## config.mk

```make
export PLATFORM = sky130hd
export DESIGN_NAME = swmap_top
export DESIGN_NICKNAME = d
export VERILOG_FILES = /design/src/hw/swmap_pkg.sv /design/src/hw/swmap_remap.sv /design/src/hw/swmap_sync.sv /design/src/hw/swmap_top.sv
export VERILOG_INCLUDE_DIRS = /design/src /design/src/hw
export SDC_FILE = /design/constraint.sdc
export NUM_CORES = 1
export LEC_CHECK = 0
export BUFFER_PORTS_ARGS = -buffer_cell sky130_fd_sc_hd__buf_2
export CAP_MARGIN = 15
export CORE_AREA = 3 3 97 99
export CTS_CLUSTER_SIZE = 8
export DETAILED_ROUTE_END_ITERATION = 10
export DIE_AREA = 0 0 100 102
export GPL_TIMING_DRIVEN = 0
export HOLD_SLACK_MARGIN = 0.02
export PLACE_DENSITY = 0.63
export SYNTH_ARGS = -nofsm -noshare
export SYNTH_HDL_FRONTEND = slang
export SYNTH_SLANG_ARGS = --single-unit
export TNS_END_PERCENT = 30
```

## constraint.sdc

```tcl
create_clock -name i_clk_sys -period 2.1 [get_ports i_clk_sys]
set_input_delay 0.315 -clock i_clk_sys [delete_from_list [all_inputs] [get_ports i_clk_sys]]
set_output_delay 0.315 -clock i_clk_sys [all_outputs]
set_load 0.01 [all_outputs]
```

## src/hw/swmap_regs.svh

```systemverilog
`ifndef SWMAP_REGS_SVH
`define SWMAP_REGS_SVH
// register offsets, printed offsets are register indices; byte address = 4 * index
`define SWMAP_IDX_WIDTH_SEL 8'h05
`define SWMAP_IDX_REMOTE_ID 8'h06
`define SWMAP_IDX_DES_ALIAS 8'h07
`define SWMAP_IDX_TARGET_ID 8'h08
`define SWMAP_IDX_TARGET_ALIAS 8'h09
`define SWMAP_IDX_CONTROL 8'h10
// width select fields
`define SWMAP_BIT_OVERRIDE 5
`define SWMAP_BIT_CURRENT 4
`define SWMAP_BIT_IS12 3
`define SWMAP_BIT_IS10 2
`define SWMAP_BIT_F12 1
`define SWMAP_BIT_F10 0
// remote id hold bit
`define SWMAP_BIT_HOLD 0
// control register pass-through enable
`define SWMAP_BIT_PASS 0
`define SWMAP_RST_BYTE 8'h00
`define SWMAP_RST_PASS 1'b1
`endif

```

## src/hw/swmap_pkg.sv

```systemverilog
package swmap_pkg;
	typedef enum logic [1:0] {SWMAP_W_NONE, SWMAP_W_TEN, SWMAP_W_TWELVE} swmap_width_t;
	typedef logic [6:0] swmap_addr_t;
endpackage

```

## src/hw/swmap_remap.sv

```systemverilog
`timescale 1ns/1ns
`include "swmap_regs.svh"
module swmap_remap (
	input wire logic i_clk_sys,
	input wire logic i_rst,
	input wire logic i_req_valid,
	input wire swmap_pkg::swmap_addr_t i_req_addr,
	input wire logic i_pass_en,
	input wire swmap_pkg::swmap_addr_t i_des_alias,
	input wire swmap_pkg::swmap_addr_t i_des_addr,
	input wire swmap_pkg::swmap_addr_t i_tgt_alias,
	input wire swmap_pkg::swmap_addr_t i_tgt_addr,
	output logic o_fwd_valid,
	output swmap_pkg::swmap_addr_t o_fwd_addr,
	output logic o_blocked
);
	import swmap_pkg::*;
	typedef struct packed {
		logic fwd_valid;
		swmap_addr_t fwd_addr;
		logic blocked;
	} swmap_remap_t;
	swmap_remap_t state_ff;
	swmap_remap_t nxt_state;
	// zero alias or zero physical address means no match, so no access
	function automatic logic hit(input swmap_addr_t addr, input swmap_addr_t alias_a,
		input swmap_addr_t phys);
		hit = (alias_a != 7'h00) && (phys != 7'h00) && (addr == alias_a);
	endfunction
	logic des_hit;
	logic tgt_hit;
	always_comb begin
		des_hit = i_pass_en && hit(i_req_addr, i_des_alias, i_des_addr);
		tgt_hit = i_pass_en && hit(i_req_addr, i_tgt_alias, i_tgt_addr);
		nxt_state.fwd_valid = 1'b0;
		nxt_state.fwd_addr = state_ff.fwd_addr;
		nxt_state.blocked = 1'b0;
		if (i_req_valid) begin
			if (des_hit) begin
				nxt_state.fwd_valid = 1'b1;
				nxt_state.fwd_addr = i_des_addr;
			end else if (tgt_hit) begin
				nxt_state.fwd_valid = 1'b1;
				nxt_state.fwd_addr = i_tgt_addr;
			end else begin
				nxt_state.blocked = 1'b1;
			end
		end
		if (i_rst) begin
			nxt_state = '0;
		end
	end
	always_ff @(posedge i_clk_sys) begin
		state_ff <= nxt_state;
	end
	assign o_fwd_valid = state_ff.fwd_valid;
	assign o_fwd_addr = state_ff.fwd_addr;
	assign o_blocked = state_ff.blocked;
endmodule // swmap_remap

```

## src/hw/swmap_sync.sv

```systemverilog
`timescale 1ns/1ns
module swmap_sync (
	input wire logic i_clk_sys,
	input wire logic i_rst,
	input wire logic i_async,
	output logic o_sync
);
	typedef struct packed {
		logic meta;
		logic stable;
	} swmap_sync_t;
	swmap_sync_t state_ff;
	swmap_sync_t nxt_state;
	always_comb begin
		nxt_state.meta = i_async;
		nxt_state.stable = state_ff.meta;
		if (i_rst) begin
			nxt_state = '0;
		end
	end
	always_ff @(posedge i_clk_sys) begin
		state_ff <= nxt_state;
	end
	assign o_sync = state_ff.stable;
endmodule // swmap_sync

```

## src/hw/swmap_top.sv

```systemverilog
`timescale 1ns/1ns
`include "swmap_regs.svh"
// Behaviour
// - with override set, transmit width comes from local select bits, not back channel
// - status bit 4 reads 1 when remote width selection is current
// - bit 3 flags 12-bit operation, bit 2 flags 10-bit operation
// - twelve-bit select forces 12-bit width only while override is set
// - ten-bit select forces 10-bit width only while override is set
// - remote address in bits 7:1, resets to zero; zero blocks remote access
// - after receive lock, remote address loads from control channel unless held
// - hold bit set blocks automatic reload and keeps written address
// - deserializer alias hits are remapped to remote address; zero alias disables
// - target alias hits are remapped to target address; zero address disables
// - alias decoding only while pass-through enable is set, set after reset
// - separate 7-bit target alias register configures target decoder
module swmap_top (
	input wire logic i_clk_sys,
	input wire logic i_rst,
	input wire logic [7:0] i_avs_address,
	input wire logic i_avs_read,
	input wire logic i_avs_write,
	input wire logic [31:0] i_avs_writedata,
	input wire logic [3:0] i_avs_byteenable,
	output logic [31:0] o_avs_readdata,
	output logic o_avs_waitrequest,
	output logic [1:0] o_avs_response,
	input wire logic i_rx_lock,
	input wire logic i_bc_width_valid,
	input wire logic i_bc_width_12,
	input wire logic i_bc_addr_valid,
	input wire swmap_pkg::swmap_addr_t i_bc_des_addr,
	input wire logic i_i2c_req_valid,
	input wire swmap_pkg::swmap_addr_t i_i2c_req_addr,
	output swmap_pkg::swmap_width_t o_tx_width,
	output logic o_fwd_valid,
	output swmap_pkg::swmap_addr_t o_fwd_addr,
	output logic o_fwd_blocked
);
	import swmap_pkg::*;

	typedef struct packed {
		logic ack;
		logic [31:0] rdata;
		logic [1:0] resp;
		logic override;
		logic force12;
		logic force10;
		logic remote_current;
		logic remote12;
		swmap_addr_t des_addr;
		logic hold;
		swmap_addr_t des_alias;
		logic des_alias_b0;
		swmap_addr_t tgt_addr;
		logic tgt_addr_b0;
		swmap_addr_t tgt_alias;
		logic tgt_alias_b0;
		logic pass_en;
		swmap_width_t width;
	} swmap_state_t;

	swmap_state_t state_ff;
	swmap_state_t nxt_state;

	// link-side levels come from another clock, so they are synchronised
	logic lock_s;
	logic bc_wvalid_s;
	logic bc_w12_s;
	logic bc_avalid_s;
	logic [2:0] sync_in;
	logic [2:0] sync_out;
	assign sync_in = {i_bc_width_valid, i_bc_width_12, i_bc_addr_valid};

	swmap_sync u_sync_lock (
		.i_clk_sys(i_clk_sys),
		.i_rst(i_rst),
		.i_async(i_rx_lock),
		.o_sync(lock_s)
	);

	genvar gi;
	generate
		for (gi = 0; gi < 3; gi++) begin : g_sync
			swmap_sync u_sync (
				.i_clk_sys(i_clk_sys),
				.i_rst(i_rst),
				.i_async(sync_in[gi]),
				.o_sync(sync_out[gi])
			);
		end
	endgenerate
	assign bc_wvalid_s = sync_out[2];
	assign bc_w12_s = sync_out[1];
	assign bc_avalid_s = sync_out[0];
	// address bus is only sampled while its synchronised valid stands, so it is
	// quasi-static; the sender must hold it stable while valid is high

	// word index decode; byte address is four times the register index
	function automatic logic idx_hit(input logic [7:0] addr, input logic [7:0] idx);
		idx_hit = (addr[1:0] == 2'b00) && (addr[7:2] == idx[5:0]);
	endfunction

	logic wr_lane0;
	logic access;
	assign access = (i_avs_read || i_avs_write) && !state_ff.ack;
	assign wr_lane0 = access && i_avs_write && i_avs_byteenable[0];

	function automatic logic [7:0] width_byte(input swmap_state_t s);
		width_byte = 8'h00;
		width_byte[`SWMAP_BIT_OVERRIDE] = s.override;
		width_byte[`SWMAP_BIT_CURRENT] = s.remote_current;
		width_byte[`SWMAP_BIT_IS12] = (s.width == SWMAP_W_TWELVE);
		width_byte[`SWMAP_BIT_IS10] = (s.width == SWMAP_W_TEN);
		width_byte[`SWMAP_BIT_F12] = s.force12;
		width_byte[`SWMAP_BIT_F10] = s.force10;
	endfunction

	logic [7:0] rd_byte;
	logic mapped;
	logic [7:0] width_now;
	assign width_now = width_byte(state_ff);
	always_comb begin
		rd_byte = `SWMAP_RST_BYTE;
		mapped = 1'b1;
		if (idx_hit(i_avs_address, `SWMAP_IDX_WIDTH_SEL)) begin
			rd_byte = width_byte(state_ff);
		end else if (idx_hit(i_avs_address, `SWMAP_IDX_REMOTE_ID)) begin
			rd_byte = {state_ff.des_addr, state_ff.hold};
		end else if (idx_hit(i_avs_address, `SWMAP_IDX_DES_ALIAS)) begin
			rd_byte = {state_ff.des_alias, state_ff.des_alias_b0};
		end else if (idx_hit(i_avs_address, `SWMAP_IDX_TARGET_ID)) begin
			rd_byte = {state_ff.tgt_addr, state_ff.tgt_addr_b0};
		end else if (idx_hit(i_avs_address, `SWMAP_IDX_TARGET_ALIAS)) begin
			rd_byte = {state_ff.tgt_alias, state_ff.tgt_alias_b0};
		end else if (idx_hit(i_avs_address, `SWMAP_IDX_CONTROL)) begin
			rd_byte = {7'h00, state_ff.pass_en};
		end else begin
			mapped = 1'b0;
		end
	end

	logic sw_remote_wr;
	assign sw_remote_wr = wr_lane0 && idx_hit(i_avs_address, `SWMAP_IDX_REMOTE_ID);

	always_comb begin
		nxt_state = state_ff;
		// one wait cycle per access: request taken, answer on the next edge
		nxt_state.ack = access;
		nxt_state.resp = 2'b00;
		if (access) begin
			nxt_state.rdata = {24'h000000, rd_byte};
			nxt_state.resp = mapped ? 2'b00 : 2'b10;
		end
		if (wr_lane0) begin
			if (idx_hit(i_avs_address, `SWMAP_IDX_WIDTH_SEL)) begin
				nxt_state.override = i_avs_writedata[`SWMAP_BIT_OVERRIDE];
				nxt_state.force12 = i_avs_writedata[`SWMAP_BIT_F12];
				nxt_state.force10 = i_avs_writedata[`SWMAP_BIT_F10];
			end
			if (sw_remote_wr) begin
				nxt_state.des_addr = i_avs_writedata[7:1];
				nxt_state.hold = i_avs_writedata[`SWMAP_BIT_HOLD];
			end
			if (idx_hit(i_avs_address, `SWMAP_IDX_DES_ALIAS)) begin
				nxt_state.des_alias = i_avs_writedata[7:1];
				nxt_state.des_alias_b0 = i_avs_writedata[0];
			end
			if (idx_hit(i_avs_address, `SWMAP_IDX_TARGET_ID)) begin
				nxt_state.tgt_addr = i_avs_writedata[7:1];
				nxt_state.tgt_addr_b0 = i_avs_writedata[0];
			end
			if (idx_hit(i_avs_address, `SWMAP_IDX_TARGET_ALIAS)) begin
				nxt_state.tgt_alias = i_avs_writedata[7:1];
				nxt_state.tgt_alias_b0 = i_avs_writedata[0];
			end
			if (idx_hit(i_avs_address, `SWMAP_IDX_CONTROL)) begin
				nxt_state.pass_en = i_avs_writedata[`SWMAP_BIT_PASS];
			end
		end
		// a software write wins over the channel load in the same cycle, held or not;
		// a software write that sets hold in that cycle keeps its own address
		if (lock_s && bc_avalid_s && !state_ff.hold && !sw_remote_wr) begin
			nxt_state.des_addr = i_bc_des_addr;
		end
		// remote width selection is current while locked and announced
		nxt_state.remote_current = lock_s && bc_wvalid_s;
		if (lock_s && bc_wvalid_s) begin
			nxt_state.remote12 = bc_w12_s;
		end
		if (state_ff.override) begin
			// both selects set is illegal; the twelve-bit select takes priority
			if (state_ff.force12) begin
				nxt_state.width = SWMAP_W_TWELVE;
			end else if (state_ff.force10) begin
				nxt_state.width = SWMAP_W_TEN;
			end else begin
				nxt_state.width = SWMAP_W_NONE;
			end
		end else if (state_ff.remote_current) begin
			nxt_state.width = state_ff.remote12 ? SWMAP_W_TWELVE : SWMAP_W_TEN;
		end else begin
			nxt_state.width = SWMAP_W_NONE;
		end
		if (i_rst) begin
			nxt_state = '0;
			nxt_state.pass_en = `SWMAP_RST_PASS;
		end
	end

	always_ff @(posedge i_clk_sys) begin
		state_ff <= nxt_state;
	end

	assign o_avs_waitrequest = (i_avs_read || i_avs_write) && !state_ff.ack;
	assign o_avs_readdata = state_ff.rdata;
	assign o_avs_response = state_ff.resp;
	assign o_tx_width = state_ff.width;

	swmap_remap u_remap (
		.i_clk_sys(i_clk_sys),
		.i_rst(i_rst),
		.i_req_valid(i_i2c_req_valid),
		.i_req_addr(i_i2c_req_addr),
		.i_pass_en(state_ff.pass_en),
		.i_des_alias(state_ff.des_alias),
		.i_des_addr(state_ff.des_addr),
		.i_tgt_alias(state_ff.tgt_alias),
		.i_tgt_addr(state_ff.tgt_addr),
		.o_fwd_valid(o_fwd_valid),
		.o_fwd_addr(o_fwd_addr),
		.o_blocked(o_fwd_blocked)
	);
endmodule // swmap_top
```

**Word-level counts from Yosys, hierarchy flattened**

Index checks and enable logic that the tools add are counted.

- Bits in registers: 68
- Bits in latches: 0
- Bits in writable memories: 0
- Bits in read-only memories: 0
- Word-level logic and storage cells: 112
- Memories: 0

- Add/sub/neg operators: 0
- $mul: 0
- Divide/modulo/power cells: 0
- Order comparisons: 0
- Eq/ne operators: 10
- Shift-type cells: 0
- Multiplexer cells: 28
- Bitwise logic cells: 2
- Reduce and logical (&&, ||, !) cells: 43

Operator list:

| operator | number |
|---|---|
| $mux W8 | 11 |
| $mux W33 | 1 |
| $reduce_bool A7 Y1 | 4 |
| $logic_and A1 B1 Y1 | 20 |
| $eq A6 B3 Y1 const B | 3 |
| $reduce_and A2 Y1 | 8 |
| $eq A7 B7 Y1 | 2 |
| $eq A6 B4 Y1 const B | 2 |
| $mux W1 | 10 |
| $mux W2 | 5 |
| $mux W7 | 1 |
| $eq A6 B5 Y1 const B | 1 |
| $reduce_bool A2 Y1 | 3 |
| $reduce_or A2 Y1 | 2 |
| $logic_not A1 Y1 | 3 |
| $reduce_or A3 Y1 | 1 |
| $eq A2 B1 Y1 const B | 1 |
| $eq A2 B2 Y1 const B | 1 |
| $logic_not A2 Y1 | 1 |
| $not A1 Y1 | 2 |
| $logic_or A1 B1 Y1 | 1 |

**Logic depth before layout (Yosys ltp)**

- Word-level depth: 9
- Depth in mapped cells: 7
- Gate-level depth less buffers: 6

**By module**

From an unflattened synthesis, not the netlist that was laid out.

- Cell total of the unflattened synthesis: 389
- Area total of the unflattened synthesis: 3507.1 µm²

Modules (own cells, without submodules):

| module | instances | cells an instance | area an instance (µm²) | seq. area each (µm²) |
|---|---|---|---|---|
| swmap_top | 1 | 306 | 2687.6 | 1001.0 |
| swmap_remap | 1 | 67 | 609.3 | 180.2 |
| swmap_sync | 4 | 4 | 52.6 | 40.0 |

**Worst setup path before layout**

No wires, ideal clock.

- Path kind: register to register
- Start: register state_ff[23] in the netlist's numbering
- End: register u_remap.state_ff, in the netlist u_remap.o_fwd_addr[4]
- Setup time: 0.133 ns
- Data arrival time: 1.635 ns
- Required time: 1.967 ns
- Slack: 0.333 ns
- Stages on the path, launching flop included: 7
- Clock period less this slack: 1.767 ns
- Cells stage by stage: dfxtp_1 -> or4_4 -> nor4_4 -> a211oi_2 -> buf_6 -> a221oi_1 -> a311oi_1

- Cells in the longest elaborated chain, start to end: 6

Ends and longest elaborated chain:

| what | RTL line | RTL |
|---|---|---|
| from (decl) | swmap_top.sv:62 | `swmap_state_t state_ff;` |
| from (signal assigned) | swmap_top.sv:211 | `state_ff <= nxt_state;` |
| $reduce_bool A7 Y1 | swmap_remap.sv:28 | `hit = (alias_a != 7'h00) && (phys != 7'h00) && (addr == alias_a);` |
| $logic_and A1 B1 Y1 | swmap_remap.sv:28 |  |
| $logic_and A1 B1 Y1 * | swmap_remap.sv:28 |  |
| $logic_and A1 B1 Y1 * | swmap_remap.sv:33 | `des_hit = i_pass_en && hit(i_req_addr, i_des_alias, i_des_addr);` |
| $reduce_bool A2 Y1 (no line) | n/a |  |
| $reduce_and A2 Y1 (no line) | n/a |  |
| to (signal assigned) | swmap_remap.sv:54 | `state_ff <= nxt_state;` |
| to (decl) | swmap_remap.sv:23 | `swmap_remap_t state_ff;` |

Every way passes the cells marked *; elsewhere a longest branch is shown, timed or not.
A chain may end at the register's enable or synchronous reset.

**Worst setup path after layout**

Ends and elaborated chain as after synthesis.

==> summary.md <==
The number of vias per cell is 5.31. The area of the core is 8640 um^2. Power spread over the standard cell area amounts to 677 nW/um^2. The repair_antennas step left the layout with diodes totalling 0. The average wire per standard cell was 17.0 um; the slew at the pin closest to its max-slew limit was 0.656 ns. Main flop type after synthesis: sky130_fd_sc_hd__dfxtp_1. The tools report the remaining antenna violation count after routing as 0. The run gives 9 as the TritonCTS buffer count.

The number of flops mapped to enable cells by yosys is 0, and the growth of design area from synthesis to finish is 23.1%. The tools report the setup violation total in the final timing report as 0. The number of remaining DRC errors came out at 0.

For the HPWL after detailed placement, the log shows 7.67 mm. The worst setup path is captured at a register. The tightest slew margin relative to the limit came out at 0.563. The number of antenna violations at the first check in global routing was 0; the critical path data arrival time was 2.18 ns. The tool flagged a number of max-cap violations equal to 0.

In this run the post-CTS setup repair buffer count came out at 0. The synthesized area divided by synthesized cell count was 8.96 um^2; the worst clock skew was 0.00589 ns. In the post-synthesis netlist, the biggest area contributors are sky130_fd_sc_hd__dfxtp_1, sky130_fd_sc_hd__buf_4, sky130_fd_sc_hd__mux2i_1, sky130_fd_sc_hd__nor2_1, sky130_fd_sc_hd__nand2_1. The startpoint type of the worst setup path is a register.

Timing would allow up to 519 MHz. The total of buffers placed on input and output ports works out to 59. The later pin in the worst-skew pair is clocked with a latency of 0.34 ns. In the layout the commonest cells are sky130_fd_sc_hd__dfxtp_1, sky130_fd_sc_hd__buf_2, sky130_fd_sc_hd__nor2_1. The min-delay analysis places its worst path in the category input pin to register.

The fraction of registers with async set or reset after synthesis is 0, and the detailed-route wire length is 10.1 mm. Cell at the root of the clock tree: sky130_fd_sc_hd__clkbuf_8. Number of gates resized after cts: 0. The initial standard-cell utilization of the core is 0.401.

The first detailed-routing pass took 5 iterations. The count of nets after finishing was 547. The run gives 0.388 as the fraction of the yosys area taken by sequential cells.

The congestion estimate from routability-driven global placement came to 0.909. The run gives 2938 as the via count of the first global-routing pass. The largest total area in the synthesized netlist belongs to sky130_fd_sc_hd__dfxtp_1. From left edge to right edge, the die measures 100 um. The most common cell after layout, fill and taps aside is sky130_fd_sc_hd__dfxtp_1.

The maximum fanout along the worst path works out to 7. The tools report the total global routing overflow as 0. TritonCTS built the clock tree.

Row generation in the floorplan step produced 34 rows. Share of the synthesized area in the top cell type: 0.388. The final critical-path share of the clock period is 0.918.

The I/O pin total is 113. Shortest period the worst path allows: 1.93 ns. The type of the worst setup path is register to register.

The tools report the number of library cell types mapped by synthesis as 54. Hold repair after CTS inserted 0 buffers. Setup repair after global routing left no endpoint under its margin.

The buffer levels on the longest clock path was 2; the routed via count was 3146. The endpoint required time on the critical path was 2.35 ns; the number of warnings issued by yosys was 0. IR analysis of the VDD net gives a maximum drop of 0.274 mV.

The tools report the global-route wire length before repair as 15.5 mm. In this run the cell area of the synthesized design comes to 3460 um^2. The H-tree was split into 3 levels. The leakage power was 1.81 nW; the synthesized netlist cell count was 386.

The setup slack of the critical path after layout was 0.172 ns; the CTS sink count was 67. Die boundary height: 102 um. The number of DRC violations after detailed-routing iteration 0 was 293; the final standard cell area without fillers was 4260 um^2.

The die area is 10200 um^2, and the largest net degree at the start of global routing is 12. Summing all placed instances gives a cell area of 3980 um^2. The number of endpoints with negative hold slack in the final report came out at 0.

Worst setup slack after placement: -0.0269 ns. The flow ran to the end, and the final reports show no timing, DRC or antenna violations. The total routing usage reported by global routing is 0.200, and the fraction of layout instances using a drive strength above 1 is 0.291. The number of slew-limit violations in the final report was 0; the clock-pin slew on the worst setup and hold paths was 0.07 ns. Counting flops and latches in the post-synthesis netlist gives 67.
[per-layer routing]
| metal | global-route usage | wire, um | up-vias |
|---|---|---|---|
| li1 | - | - | 1526 |
| met1 | 0.256 | 4310 | 1500 |
| met2 | 0.341 | 5030 | 103 |
| met3 | 0.0328 | 564 | 17 |
| met4 | 0.0756 | 198 | 0 |
| met5 | 0 | 0 | - |
[cell families after synthesis]
logic type                after synthesis  share of synthesized area
and+or+nand+nor                       143                      0.229
AOI/OAI and AO/OA                      76                      0.162
DFF                                    67                      0.388
buffers and inverters                  61                      0.114
muxes                                  24                     0.0709
xor gates and xnor gates               14                     0.0354
other                                   1                    0.00108
[cells in the mapped netlist, types with 4 or more instances]
| master | instances |
|---|---|
| sky130_fd_sc_hd__dfxtp_1 | 67 |
| sky130_fd_sc_hd__mux2i_1 | 20 |
| sky130_fd_sc_hd__mux2_2 | 4 |
| sky130_fd_sc_hd__buf_2 | 6 |
| sky130_fd_sc_hd__nor2b_1 | 11 |
| sky130_fd_sc_hd__nor2_1 | 37 |
| sky130_fd_sc_hd__xnor2_1 | 10 |
| sky130_fd_sc_hd__buf_1 | 5 |
| sky130_fd_sc_hd__a21oi_1 | 20 |
| sky130_fd_sc_hd__and2_1 | 6 |
| sky130_fd_sc_hd__a22oi_1 | 8 |
| sky130_fd_sc_hd__buf_4 | 36 |
| sky130_fd_sc_hd__a211oi_1 | 8 |
| sky130_fd_sc_hd__nand2_1 | 29 |
| sky130_fd_sc_hd__nand4_1 | 4 |
| sky130_fd_sc_hd__a311oi_1 | 7 |
| sky130_fd_sc_hd__nand3b_1 | 4 |
| sky130_fd_sc_hd__o21ai_0 | 9 |
| sky130_fd_sc_hd__nand3_1 | 18 |
| sky130_fd_sc_hd__a221oi_1 | 7 |
| sky130_fd_sc_hd__a222oi_1 | 5 |
| sky130_fd_sc_hd__clkbuf_1 | 7 |
| sky130_fd_sc_hd__xor2_1 | 4 |
[sequential cells by signal, summed over array words and instances, names as in the netlist, 2 cells and up]
| name | cells |
|---|---|
| g_sync.u_sync.o_sync | 3 |
| g_sync.u_sync.state_ff | 3 |
| o_avs_readdata | 8 |
| o_tx_width | 2 |
| state_ff | 39 |
| u_remap.o_fwd_addr | 7 |
[metrics by stage]
stage | cells | util | hold slack [ns] | power [mW] | setup TNS (ns)
floorplan | 410 | - | 0.399 | 1.50 | 0
global placement | 577 | 0.461 | 0.425 | 1.60 | -0.0115
detailed placement | 577 | 0.461 | 0.424 | 1.61 | -0.0736
CTS | 593 | 0.489 | 0.171 | 2.89 | 0
global route | 593 | 0.493 | 0.179 | 2.98 | 0
finish | 593 | 0.493 | 0.181 | 2.88 | 0
[layout make-up]
cell class | count | area, um^2
Buffer | 58 | 384
Clock buffer | 13 | 179
Clock inverter | 3 | 67.6
Fill cell | 879 | 4380
Inverter | 3 | 11.3
Multi-Input combinational cell | 282 | 1850
Sequential cell | 67 | 1340
Tap cell | 108 | 135
Timing Repair Buffer | 59 | 295
[path summary, 6_finish.rpt]
check / from / end / slack [ns] / cells past startpoint
max: state_ff[23]$_SDFFE_PP0P_ / u_remap.o_fwd_addr[4]$_SDFFE_PP0P_ / 0.17 / 5
min: i_rx_lock / u_sync_lock.state_ff[1]$_SDFF_PP0_ / 0.18 / 2
max reg2reg: state_ff[23]$_SDFFE_PP0P_ / u_remap.o_fwd_addr[4]$_SDFFE_PP0P_ / 0.17 / 5
min reg2reg: u_sync_lock.state_ff[1]$_SDFF_PP0_ / u_sync_lock.o_sync$_SDFF_PP0_ / 0.44 / 1
[critical path, stage by stage, from the launching register on]
cell                       delay, ns
sky130_fd_sc_hd__dfxtp_1        0.35
sky130_fd_sc_hd__or4_4          0.56
sky130_fd_sc_hd__nor4_4         0.26
sky130_fd_sc_hd__a211o_1        0.24
sky130_fd_sc_hd__o21ai_0        0.15
sky130_fd_sc_hd__a311oi_1       0.28
[power by group]
part	switching, mW	internal [mW]	total, mW	leakage, nW
logic	0.165	0.120	0.285	1.15
registers	0.00891	1.29	1.30	0.543
clock network	0.501	0.799	1.30	0.122
Note: power is estimated with default switching activity, not from simulation.
